### config.mk
export PLATFORM = sky130hd
export DESIGN_NAME = sabm_aps_monitor
export DESIGN_NICKNAME = d
export VERILOG_FILES = /design/src/common/sabm_pkg.sv /design/src/sabm_aps_monitor.sv
export VERILOG_INCLUDE_DIRS = /design/src /design/src/common
export SDC_FILE = /design/constraint.sdc
export NUM_CORES = 1
export LEC_CHECK = 0
export BUFFER_PORTS_ARGS = -buffer_cell sky130_fd_sc_hd__buf_2
export CELL_PAD_IN_SITES_DETAIL_PLACEMENT = 0
export CELL_PAD_IN_SITES_GLOBAL_PLACEMENT = 2
export CORE_MARGIN = 5
export CORE_UTILIZATION = 34
export DETAILED_ROUTE_END_ITERATION = 7
export PLACE_DENSITY = 0.8
export SLEW_MARGIN = 30
export SYNTH_ARGS = -nofsm -noshare
export SYNTH_HDL_FRONTEND = slang
export SYNTH_SLANG_ARGS = --single-unit
### constraint.sdc
create_clock -name clk -period 2.35 [get_ports clk]
set_input_delay 0.1175 -clock clk [delete_from_list [all_inputs] [get_ports clk]]
set_output_delay 0.1175 -clock clk [all_outputs]
set_load 0.02 [all_outputs]
### src/common/sabm_cfg.svh
// Purpose: Offsets, reset values, codes and counts of the APS byte monitor.
// Assumes: 32-bit APB, byte addresses, one word per register.
// Notes:   Definitions only.
`ifndef SABM_CFG_SVH
`define SABM_CFG_SVH
`define SABM_ADDR_CTRL     8'h00
`define SABM_ADDR_CLEAR    8'h04
`define SABM_ADDR_STAT     8'h08
`define SABM_ADDR_RXK      8'h0c
`define SABM_ADDR_CNT_LO   8'h10
`define SABM_ADDR_CNT_HI   8'h2c
`define SABM_CTRL_RST      9'h000
`define SABM_CLR_KEY       32'h00000059
`define SABM_HIST_LEN      12
`define SABM_HIST_FULL     4'hc
`define SABM_RUN_MAX       2'h3
`define SABM_RUN_DECLARE   2'h2
`define SABM_MAX_CHAN      4'h1
`define SABM_PROT_CHAN     4'h0
`define SABM_REQ_SF_LO     4'hc
`define SABM_REQ_SF_HI     4'hd
`define SABM_VALID_REQ     16'hfd07
`define SABM_WTR_FRAMES    16'h0400
`define SABM_NUM_CNT       8
`endif

### src/common/sabm_pkg.sv
// Purpose: Types shared by the APS byte monitor.
// Assumes: Constants live in sabm_cfg.svh.
// Notes:   Bit 1 of a SONET byte is the msb here.
package sabm_pkg;
	typedef struct packed
	{
		logic [7:0] k1;
		logic [7:0] k2;
	} sabm_rx_s;

	typedef struct packed
	{
		logic       lockout;
		logic [3:0] txChan;
		logic [2:0] mode;
		logic       arch;
	} sabm_ctrl_s;

	typedef enum logic [1:0]
	{
		PS_NORMAL,
		PS_SWITCHED,
		PS_WTR
	} sabm_prot_e;
endpackage

### src/sabm_aps_monitor.sv
// Purpose: APS K1/K2 monitor for a protected pair of line ports, with APB status.
// Assumes: K bytes, frame strobe and per-port fail/degrade come from the framer on clk.
// Notes:   Port 0 is the working port; port 1 is the protection port.
//
// Implementation choices: the APB register port and the placing of the registers.
`timescale 1ns/10ps
`include "sabm_cfg.svh"

// What this block does
// - Flag K2 architecture or mode differing from local.
// - Flag received K2 channel differing from sent.
// - Inconsistent if 12 frames lack three identical.
// - Invalid if bad request code three frames.
// - Invalid if bad channel three frames.
// - Switch byte failure while inconsistent or invalid.
// - Far-end fault on signal fail for protection.
// - Show and count signal fail per port.
// - Show and count signal degrade per port.
// - Report primary or secondary for each port.
// - Lockout blocks switching to secondary; report it.
// - Report switch status after traffic moved.
// - Report wait-to-restore while it is timed.
// - Confirmed clear zeroes every APS counter.
// - Decode K1 request bits to known codes.
// - K1 low nibble is the request channel.
module sabm_aps_monitor
	import sabm_pkg::*;
#(
	parameter logic [15:0] WTR_FRAMES = `SABM_WTR_FRAMES
)
(
	input  wire logic        clk,
	input  wire logic        rst_n,
	input  wire logic        psel,
	input  wire logic        penable,
	input  wire logic        pwrite,
	input  wire logic [7:0]  paddr,
	input  wire logic [31:0] pwdata,
	output logic      [31:0] prdata,
	output logic             pready,
	output logic             pslverr,
	input  wire logic        frameStb,
	input  wire sabm_rx_s    rxBytes,
	input  wire logic [1:0]  signalFail,
	input  wire logic [1:0]  signalDegrade
);
	logic [31:0] prdata_ff;
	logic [31:0] nxt_prdata;
	logic        pready_ff;
	logic        pslverr_ff;
	logic        nxt_pslverr;
	sabm_ctrl_s  ctrl_ff;
	sabm_ctrl_s  nxt_ctrl;
	logic        wrHit;
	logic        clrHit;
	logic [7:0]  hist_ff [`SABM_HIST_LEN];
	logic [7:0]  nxt_hist [`SABM_HIST_LEN];
	logic [3:0]  histFill_ff;
	logic [3:0]  nxt_histFill;
	logic [`SABM_HIST_LEN-3:0] run3;
	logic [1:0]  badRun_ff;
	logic [1:0]  nxt_badRun;
	logic        badFrame;
	logic [15:0] validReq;
	logic        incons_ff;
	logic        nxt_incons;
	logic        invalid_ff;
	logic        nxt_invalid;
	logic        modeMis_ff;
	logic        nxt_modeMis;
	logic        chanMis_ff;
	logic        nxt_chanMis;
	logic        farEndProtectLineFault_ff;
	logic        nxt_farEndProtectLineFault;
	logic        swByteFail;
	sabm_rx_s    rxLast_ff;
	sabm_rx_s    nxt_rxLast;
	logic [`SABM_NUM_CNT-1:0] cond;
	logic [`SABM_NUM_CNT-1:0] condPrev_ff;
	logic [`SABM_NUM_CNT-1:0] onset;
	logic [31:0] cnt_ff [`SABM_NUM_CNT];
	logic [31:0] nxt_cnt [`SABM_NUM_CNT];
	sabm_prot_e  state_ff;
	sabm_prot_e  nxt_state;
	logic [15:0] wtrCnt_ff;
	logic [15:0] nxt_wtrCnt;
	logic [31:0] statWord;
	logic [2:0]  cntIdx;

	assign prdata  = prdata_ff;
	assign pready  = pready_ff;
	assign pslverr = pslverr_ff;
	assign wrHit   = psel && penable && pready_ff && pwrite;
	assign clrHit  = wrHit && (paddr == `SABM_ADDR_CLEAR) && (pwdata == `SABM_CLR_KEY);
	assign cntIdx  = 3'((paddr - `SABM_ADDR_CNT_LO) >> 2);

	// A bad request code or channel each counts toward the invalid-code run.
	assign validReq = `SABM_VALID_REQ;
	assign badFrame = !validReq[rxBytes.k1[7:4]]
		|| (rxBytes.k1[3:0] > `SABM_MAX_CHAN);

	assign swByteFail = incons_ff || invalid_ff;
	assign cond       = {signalDegrade, signalFail, farEndProtectLineFault_ff, swByteFail,
		chanMis_ff, modeMis_ff};
	assign onset      = cond & ~condPrev_ff;

	// Port 1 carries traffic in every state but NORMAL; bit 6 says which port is primary.
	assign statWord = {18'h0, signalDegrade, signalFail, ctrl_ff.lockout,
		state_ff == PS_WTR, state_ff == PS_SWITCHED,
		state_ff != PS_NORMAL,
		invalid_ff, incons_ff, farEndProtectLineFault_ff, swByteFail, chanMis_ff, modeMis_ff};

	always_comb
	begin
		nxt_prdata  = prdata_ff;
		nxt_pslverr = pslverr_ff;
		nxt_ctrl    = ctrl_ff;
		if (psel && !penable)
		begin
			nxt_prdata  = 32'h0;
			nxt_pslverr = 1'b0;
			if (paddr[1:0] != 2'h0)
				nxt_pslverr = 1'b1;
			else if (paddr == `SABM_ADDR_CTRL)
				nxt_prdata = {23'h0, ctrl_ff};
			else if (paddr == `SABM_ADDR_STAT)
				nxt_prdata = statWord;
			else if (paddr == `SABM_ADDR_RXK)
				nxt_prdata = {16'h0, rxLast_ff};
			else if (paddr >= `SABM_ADDR_CNT_LO && paddr <= `SABM_ADDR_CNT_HI)
				nxt_prdata = cnt_ff[cntIdx];
			else if (paddr != `SABM_ADDR_CLEAR)
				nxt_pslverr = 1'b1;
		end
		if (wrHit && paddr == `SABM_ADDR_CTRL)
			nxt_ctrl = sabm_ctrl_s'(pwdata[8:0]);
	end

	always_ff @(posedge clk)
	begin
		if (!rst_n)
		begin
			prdata_ff  <= 32'h0;
			pready_ff  <= 1'b0;
			pslverr_ff <= 1'b0;
			ctrl_ff    <= sabm_ctrl_s'(`SABM_CTRL_RST);
		end
		else
		begin
			prdata_ff  <= nxt_prdata;
			pready_ff  <= psel && !penable;
			pslverr_ff <= nxt_pslverr;
			ctrl_ff    <= nxt_ctrl;
		end
	end

	// A run of three needs three neighbours, so the check only counts once history is full.
	genvar gi;
	generate
		for (gi = 0; gi < `SABM_HIST_LEN - 2; gi++)
		begin : g_run
			assign run3[gi] = (hist_ff[gi] == hist_ff[gi+1]) && (hist_ff[gi+1] == hist_ff[gi+2]);
		end
	endgenerate

	always_comb
	begin
		nxt_hist     = hist_ff;
		nxt_histFill = histFill_ff;
		nxt_badRun   = badRun_ff;
		nxt_invalid  = invalid_ff;
		nxt_modeMis  = modeMis_ff;
		nxt_chanMis  = chanMis_ff;
		nxt_rxLast   = rxLast_ff;
		nxt_farEndProtectLineFault = farEndProtectLineFault_ff;
		nxt_incons   = (histFill_ff == `SABM_HIST_FULL) && !(|run3);
		if (frameStb)
		begin
			nxt_rxLast = rxBytes;
			nxt_hist[0] = rxBytes.k1;
			for (int i = 1; i < `SABM_HIST_LEN; i++)
				nxt_hist[i] = hist_ff[i-1];
			if (histFill_ff != `SABM_HIST_FULL)
				nxt_histFill = histFill_ff + 4'h1;
			nxt_badRun  = !badFrame ? 2'h0 :
				(badRun_ff == `SABM_RUN_MAX) ? badRun_ff : badRun_ff + 2'h1;
			nxt_invalid = badFrame && (badRun_ff >= `SABM_RUN_DECLARE);
			nxt_modeMis = (rxBytes.k2[3] != ctrl_ff.arch)
				|| (rxBytes.k2[2:0] != ctrl_ff.mode);
			nxt_chanMis = rxBytes.k2[7:4] != ctrl_ff.txChan;
			nxt_farEndProtectLineFault = ((rxBytes.k1[7:4] == `SABM_REQ_SF_LO)
				|| (rxBytes.k1[7:4] == `SABM_REQ_SF_HI))
				&& (rxBytes.k1[3:0] == `SABM_PROT_CHAN);
		end
	end

	always_ff @(posedge clk)
	begin
		if (!rst_n)
		begin
			for (int i = 0; i < `SABM_HIST_LEN; i++)
				hist_ff[i] <= 8'h0;
			histFill_ff <= 4'h0;
			badRun_ff   <= 2'h0;
			incons_ff   <= 1'b0;
			invalid_ff  <= 1'b0;
			modeMis_ff  <= 1'b0;
			chanMis_ff  <= 1'b0;
			rxLast_ff   <= 16'h0;
			farEndProtectLineFault_ff <= 1'b0;
		end
		else
		begin
			hist_ff     <= nxt_hist;
			histFill_ff <= nxt_histFill;
			badRun_ff   <= nxt_badRun;
			incons_ff   <= nxt_incons;
			invalid_ff  <= nxt_invalid;
			modeMis_ff  <= nxt_modeMis;
			chanMis_ff  <= nxt_chanMis;
			rxLast_ff   <= nxt_rxLast;
			farEndProtectLineFault_ff <= nxt_farEndProtectLineFault;
		end
	end

	// Clear beats a same-cycle onset: the operator asked for zero and gets zero.
	generate
		for (gi = 0; gi < `SABM_NUM_CNT; gi++)
		begin : g_cnt
			always_comb
			begin
				nxt_cnt[gi] = clrHit ? 32'h0 : cnt_ff[gi] + {31'h0, onset[gi]};
			end

			always_ff @(posedge clk)
			begin
				if (!rst_n)
					cnt_ff[gi] <= 32'h0;
				else
					cnt_ff[gi] <= nxt_cnt[gi];
			end
		end
	endgenerate

	always_ff @(posedge clk)
	begin
		if (!rst_n)
			condPrev_ff <= '0;
		else
			condPrev_ff <= cond;
	end

	// Revertive 1+1: leave port 0 on its fail, go back after a clean wait-to-restore.
	always_comb
	begin
		nxt_state  = state_ff;
		nxt_wtrCnt = wtrCnt_ff;
		unique case (state_ff)
			PS_NORMAL:
				if (signalFail[0] && !signalFail[1] && !ctrl_ff.lockout)
					nxt_state = PS_SWITCHED;
			PS_SWITCHED:
				if (ctrl_ff.lockout)
					nxt_state = PS_NORMAL;
				else if (!signalFail[0])
				begin
					nxt_state  = PS_WTR;
					nxt_wtrCnt = WTR_FRAMES;
				end
			PS_WTR:
				if (ctrl_ff.lockout)
					nxt_state = PS_NORMAL;
				else if (signalFail[0])
					nxt_state = PS_SWITCHED;
				else if (frameStb)
				begin
					if (wtrCnt_ff == 16'h0)
						nxt_state = PS_NORMAL;
					else
						nxt_wtrCnt = wtrCnt_ff - 16'h1;
				end
		endcase
	end

	always_ff @(posedge clk)
	begin
		if (!rst_n)
		begin
			state_ff  <= PS_NORMAL;
			wtrCnt_ff <= 16'h0;
		end
		else
		begin
			state_ff  <= nxt_state;
			wtrCnt_ff <= nxt_wtrCnt;
		end
	end
endmodule

==> key figures, run 1 <==
Final layout
  – Layout filler cell count: 6,131
  – Share of cells above drive strength 1: 14.3%
  – Synth-to-Final Area Change: 18.7%
  – Net count, final: approximately 2,500

Global routing
  – Pin count of the biggest net entering global routing: 92
  – GRT met1 Usage: 23.1%
  – Vias in the first global route: 16,400
  – GR peak layer: met2
  – Met2 Use GR: between 20 and 30%
  – Initial antenna violation count: 0
  – Total track usage: 16.9%
  – Total global routing overflow: 0
  – First-pass GRT wire length: 91,700 µm
  – Met3 GRT Util: 2.91%

Power
  – Peak supply drop: 442 µV
  – Power Dens Cells: 671 mW/mm²
  – Lkg Pwr: 0.00976 µW

Yosys
  – Mapped Avg Cell Area: 9.19 µm²
  – Count leader, synth: nor2_1
  – Synthesized Nets: 2,376
  – Synth top area share: a little over two fifths
  – Most frequent cells after synthesis: 470 x nor2_1, 440 x dfxtp_1, 208 x xor2_1
  – Synth Register Bits: 440
  – Leading post-synthesis cells by cell area: dfxtp_1 42%, xor2_1 8.7%, nor2_1 8.4%, mux2i_1 7.0%, mux4_2 6.8%
  – Synth Flop Type: dfxtp_1
  – Synthesized area: 0.0210 mm²
  – Synth Instances: 2,285
  – Sequential fraction of the synthesis area: 42.0%
  – Post-synth EDFFs: 0
  – Yosys top cell by area: dfxtp_1
  – Post-synth cell types: between 50 and 60
  – Asr flop ratio synth: 0%
  – Ys Warns: 0

Timing
  – Final setup vio count: 0
  – Worst Skew: 23.4 ps
  – Worst slew margin: a little under two thirds
  – Worst-margin pin slew: 544 ps
  – Setup TNS: 0 ps
  – Hold Fails Final Rpt: 0
  – Slew Viols, Final: 0
  – Fmax: 446 MHz
  – Tmin final: 2240 ps
  – Final period util: 95.4%
  – RSZ-0062 raised after global routing: true
  – Hold slack: 82.7 ps

Floorplanning
  – Starting Density: 34.1%
  – Die area: 0.0668 mm²
  – Die height: 258 µm
  – Site Rows: just over 90
  – Die width: ~260 µm
  – Ports: 100
  – Core area: 0.0615 mm²

Routing
  – DRT iter0 DRCs: 1,005
  – Final wirelength: 58,000 µm
  – Routed Antenna Nets: 0
  – WL/cell: approximately 18 µm
  – Drt first pass iters: 5
  – DRC: 0
  – DR vias: 16,500
  – DR vias/cell: 5.01

Clock network
  – CTS Buf Count: 50
  – CTS clk-pin slew, worst paths: 70 ps
  – CTS root buf: clkbuf_16
  – CTS tree: yes
  – H-tree depth: 2
  – Clk buf depth: 3
  – # clock sinks: 440
  – Worst-Skew Late Latency: 600 ps

Worst setup path
  – WS Path Type: reg2reg
  – Worst setup SP type: register
  – Crit path DAT: approximately 2700 ps
  – Slowest CP cell: nor3_1
  – CP peak stage delay: 360 ps
  – Crit path max fanout: 7
  – Crit-path cells: nor2b_1 -> ha_1 -> ha_1 -> nand4_1 -> nor3_1 -> buf_4 -> nand4_1 -> xor2_1 -> nor2_1
  – Critical Path RT: between 2000 and 3000 ps
  – Worst setup EP type: register

Hold path
  – HP Class: in2reg

Placement
  – IO Port Bufs: 99
  – HPWL Detailed: 42,400 µm
  – RePlAce Congestion: 0.838

Status
  – Status: complete, no violations

Flow run
  – Max-Cap Viols: 0
critical path: cells and delay by family, from the launching register on:
kind / cells / cell delay (ps)
simple gates: 5 / 930
fa+ha+maj: 2 / 480
flops: 1 / 300
buf+inv: 1 / 240
xor+xnor: 1 / 170
where the power goes:
| part | internal (µW) | switching, µW |
|---|---|---|
| logic | 414 | 568 |
| registers | 7540 | 80.1 |
| clock network | 4820 | 3290 |
| total | 12800 | 3930 |
sequential cells by signal, indices dropped and copies added, names as in the netlist:
signal,cells
cnt_ff,256
state_ff,2
badRun_ff,2
ctrl_ff,9
incons_ff,1
prdata,32
rxLast_ff,16
condPrev_ff,8
farEndProtectLineFault_ff,1
pready,1
pslverr,1
modeMis_ff,1
hist_ff,88
chanMis_ff,1
wtrCnt_ff,16
invalid_ff,1
histFill_ff,4
final cells by class:
type / instances / area, µm² / share of cell area [%]
well taps: 790 / 988 / 3.97
repair buffers: 218 / 1580 / 6.33
multi-input cells: 1688 / 11600 / 46.6
clock buffers: 69 / 1430 / 5.75
flip-flops and latches: 440 / 8810 / 35.4
clock inverters: 20 / 282 / 1.13
diodes: 1 / 2.50 / 0.0100
inverters: 57 / 216 / 0.869
per-stage QoR:
stage / total power [µW] / std cells / worst slack [ps] / utilization [%] / area (µm²)
final: 16700 / 3283 / 108 / 40.5 / 24900
after CTS: 17000 / 3282 / 53.8 / 40.4 / 24900
after detailed placement: 8730 / 3158 / 38.7 / 37.1 / 22800
after floorplan: 8400 / 2285 / 177 / - / 21000
after global routing: 17400 / 3282 / -11.7 / 40.5 / 24900
after global placement: 8710 / 3158 / 62.5 / 37.1 / 22800
layer usage:
| layer | part of all wire (%) | vias up |
|---|---|---|
| li1 | - | 8202 |
| met3 | 4.5 | 93 |
| met5 | 0 | - |
| met2 | 46 | 323 |
| met1 | 47 | 7834 |
| met4 | 3.0 | 0 |
placed cells by master (no fill, tap or decap), types with 56 or more instances in the layout:
master and count:
nor2_1 470, dfxtp_1 440, xor2_1 208, mux2i_1 146
nand2_1 122, xnor2_1 122, nand3_1 104, buf_2 96
a21oi_1 84, buf_4 79, nand4_1 74, mux4_2 63
inv_1 56
worst paths after layout:
kind,start,to,slack (ps),cells past startpoint
setup / recovery,condPrev_ff[5]$_SDFF_PN0_,cnt_ff[5][26]$_SDFF_PP0_,110,9
hold / removal,paddr[7],pslverr$_SDFFE_PN0P_,80,4
setup reg to reg,condPrev_ff[5]$_SDFF_PN0_,cnt_ff[5][26]$_SDFF_PP0_,110,9
hold reg to reg,prdata[3]$_SDFFE_PN0P_,prdata[3]$_SDFFE_PN0P_,450,2
cell families after synthesis:
kind of cell | count (synthesis) | synth area share [%]
buffers and inverters | 157 | 3.03
multiplexers | 212 | 14.0
AO/OA/AOI/OAI | 160 | 4.35
adder cells (fa/ha/maj) | 25 | 1.49
flip-flops | 440 | 42.0
AND/OR/NAND/NOR | 961 | 21.4
XOR/XNOR | 330 | 13.8
timing repair:
| item | in CTS | in global routing |
|---|---|---|
| gates resized for setup | 0 | 12 |
| hold buffers | 34 | 0 |
| hold endpoints to repair | 37 | 0 |
| pin swaps | 1 | 3 |
| buffers inserted | 1 | 0 |
| setup endpoints to repair | 1 | 18 |
Note: power is estimated with default switching activity, not from simulation.
==> run 2, diff against run 1 <==
--- a/config.mk
+++ b/config.mk
@@ -7,12 +7,13 @@
 export NUM_CORES = 1
 export LEC_CHECK = 0
 export BUFFER_PORTS_ARGS = -buffer_cell sky130_fd_sc_hd__buf_2
-export CELL_PAD_IN_SITES_DETAIL_PLACEMENT = 0
+export CELL_PAD_IN_SITES_DETAIL_PLACEMENT = 1
 export CELL_PAD_IN_SITES_GLOBAL_PLACEMENT = 2
 export CORE_MARGIN = 5
 export CORE_UTILIZATION = 34
 export DETAILED_ROUTE_END_ITERATION = 7
 export PLACE_DENSITY = 0.8
+export RECOVER_POWER = 25
 export SLEW_MARGIN = 30
 export SYNTH_ARGS = -nofsm -noshare
 export SYNTH_HDL_FRONTEND = slang
==> run 2 against run 1 <==
  * Power shrank 0.41%
  * Worst setup slack got worse by 24 ps
  * Via count up 3.3%
  * Critical endpoint is now cnt_ff[4][24]$_SDFF_PP0_
  * Largest power group unchanged
  * Highest routed layer unchanged
==> key figures, run 2 (same netlist as run 1, synthesis figures left out) <==
Timing
  – Setup TNS: 0 ps (unchanged)
  – Hold Fails Final Rpt: 0 (unchanged)
  – Worst-margin pin slew: 1410 ps (+864 ps)
  – Tmin final: 2270 ps (+24.3 ps)
  – Fmax: 441 MHz (-1.1%)
  – Final period util: 96.5% (+1.0 points)
  – Worst slew margin: 6.14% (-58 points)
  – Final setup vio count: 0 (unchanged)
  – Slew Viols, Final: 0 (unchanged)
  – Worst Skew: 22.7 ps (-0.740 ps)

Final layout
  – Net count, final: 2,551 (+0.20%)
  – Commonest cells after routing, fill and taps aside: 469 x nor2_1, 439 x dfxtp_1, 208 x xor2_1
  – Final Instance Area: 0.0248 mm² (-0.25%)
  – N_diodes: 0 (-1)
  – Layout filler cell count: 7,061 (+15%)
  – Biggest register: cnt_ff
  – Final std cells w/o fill: 3,289 (+0.18%)
  – Flip-flop count of the largest register after layout: 256 (unchanged)
  – Synth-to-Final Area Change: 18.4%
  – Most common cell after layout, fill and taps aside: nor2_1
  – Share of cells above drive strength 1: 13.2% (-1.1 points)

Routing
  – DRT iter0 DRCs: 831 (-17%)
  – WL/cell: 19.2 µm (+8.8%)
  – DR vias/cell: 5.17 (+3.1%)
  – Routed Antenna Nets: 0 (unchanged)
  – DRC: 0 (unchanged)
  – Final wirelength: 63,200 µm (+8.9%)
  – Drt first pass iters: 4 (-1)
  – DR vias: 17,000 (+3.3%)

Floorplanning
  – Core area: 0.0615 mm² (unchanged)
  – Die height: 258 µm (unchanged)
  – Die area: 0.0668 mm² (unchanged)
  – Site Rows: 91 (unchanged)
  – Starting Density: 34.1% (unchanged)
  – Die width: 258 µm (unchanged)
  – Ports: 100 (unchanged)

Global routing
  – First-pass GRT wire length: 100,000 µm (+9.1%)
  – Pin count of the biggest net entering global routing: 92 (unchanged)
  – Vias in the first global route: 18,000 (+9.6%)
  – Initial antenna violation count: 0 (unchanged)
  – Total track usage: 18.4% (+1.5 points)
  – Total global routing overflow: 0 (unchanged)

Power
  – Peak supply drop: 533 µV (+21%)
  – Power Dens Cells: 670 mW/mm² (-0.16%)
  – Lkg Pwr: 0.00958 µW (-1.9%)
  – Total Power: 16,600 µW (-0.41%)

Clock network
  – # clock sinks: 440 (unchanged)
  – CTS clk-pin slew, worst paths: 60 ps (about the same)
  – Clk buf depth: 3 (unchanged)
  – CTS tree: yes
  – H-tree depth: 2 (unchanged)
  – Worst-Skew Late Latency: 620 ps (+20 ps)
  – CTS Buf Count: 52 (+4.0%)
  – CTS root buf: clkbuf_16

Worst setup path
  – Worst setup SP type: register
  – Critical Path RT: 2830 ps (about the same)
  – WS Path Type: reg2reg
  – Crit path max fanout: 3 (-4)
  – R2R Path Start: condPrev_ff[4]$_SDFF_PN0_
  – Crit path DAT: 2750 ps (+40 ps)
  – Critical Path Start: condPrev_ff[4]$_SDFF_PN0_
  – Worst setup EP type: register

Placement
  – DP Area: 0.0228 mm² (unchanged)
  – HPWL Detailed: 46,100 µm (+8.6%)
  – RePlAce Congestion: 0.838 (unchanged)
  – Placed cell count: 3,158 (unchanged)
  – IO Port Bufs: 99 (unchanged)

Hold path
  – HP Class: in2reg
  – Hold Crit Start: paddr[7]

Flow run
  – Max-Cap Viols: 0 (unchanged)

Status
  – Status: complete, no violations
run 2: metal layers:
layer / part of all wire, % / vias to the layer above / track usage, %
met1: 46 / 8438 / 24.0
met5: 0 / - / 0
met3: 3.5 / 93 / 2.88
met2: 48 / 251 / 31.8
li1: - / 8217 / -
met4: 2.5 / 0 / 5.02
run 2: stage by stage:
step / setup WS [ps] / hold slack (ps) / util, %
5_1_grt: -15.2 / 111 / 40.4
2_1_floorplan: 177 / 239 / -
3_3_place_gp: 62.5 / 352 / 37.1
3_5_place_dp: 9.68 / 353 / 37.1
4_1_cts: 39.6 / 54.3 / 40.4
6_report: 83.3 / 85.0 / 40.4
run 2: repair_timing:
item | in CTS | in global routing
pin swaps | 3 | 8
cloned | 0 | 1
buffers inserted | 0 | 3
gates resized for setup | 0 | 19
setup endpoints to repair | 2 | 18
endpoints found under the hold margin | 35 | 0
hold buffers | 34 | 0
run 2: final timing paths:
| kind | end | slack [ps] | depth (start not counted) |
|---|---|---|---|
| max | cnt_ff[4][24]$_SDFF_PP0_ | 80 | 10 |
| min | pslverr$_SDFFE_PN0P_ | 80 | 4 |
| max reg2reg | cnt_ff[4][24]$_SDFF_PP0_ | 80 | 10 |
| min reg2reg | prdata[10]$_SDFFE_PN0P_ | 450 | 2 |
run 2: critical path, stage by stage, from the launching register on:
cell	delay, ps
dfxtp_1	290
nor2b_1	150
ha_2	250
ha_1	220
nand3_2	130
nor4_4	380
nand4_1	210
buf_4	190
nor2_1	120
xnor2_1	140
nor2_1	60
run 2: layout make-up:
cell class / instances / area, µm² / share of cell area [%]
multi-input combinational: 1688 / 11600 / 46.8
sequential: 440 / 8810 / 35.5
timing repair buffer: 221 / 1530 / 6.14
clock buffer: 75 / 1510 / 6.07
tap: 790 / 988 / 3.98
inverter: 57 / 216 / 0.871
clock inverter: 18 / 180 / 0.725
run 2: report_power, final:
part | switching (µW) | total, µW | internal [µW]
Combinational | 586 | 994 | 408
Sequential | 82.4 | 7630 | 7550
Clock | 3360 | 8020 | 4670
Total | 4020 | 16600 | 12600
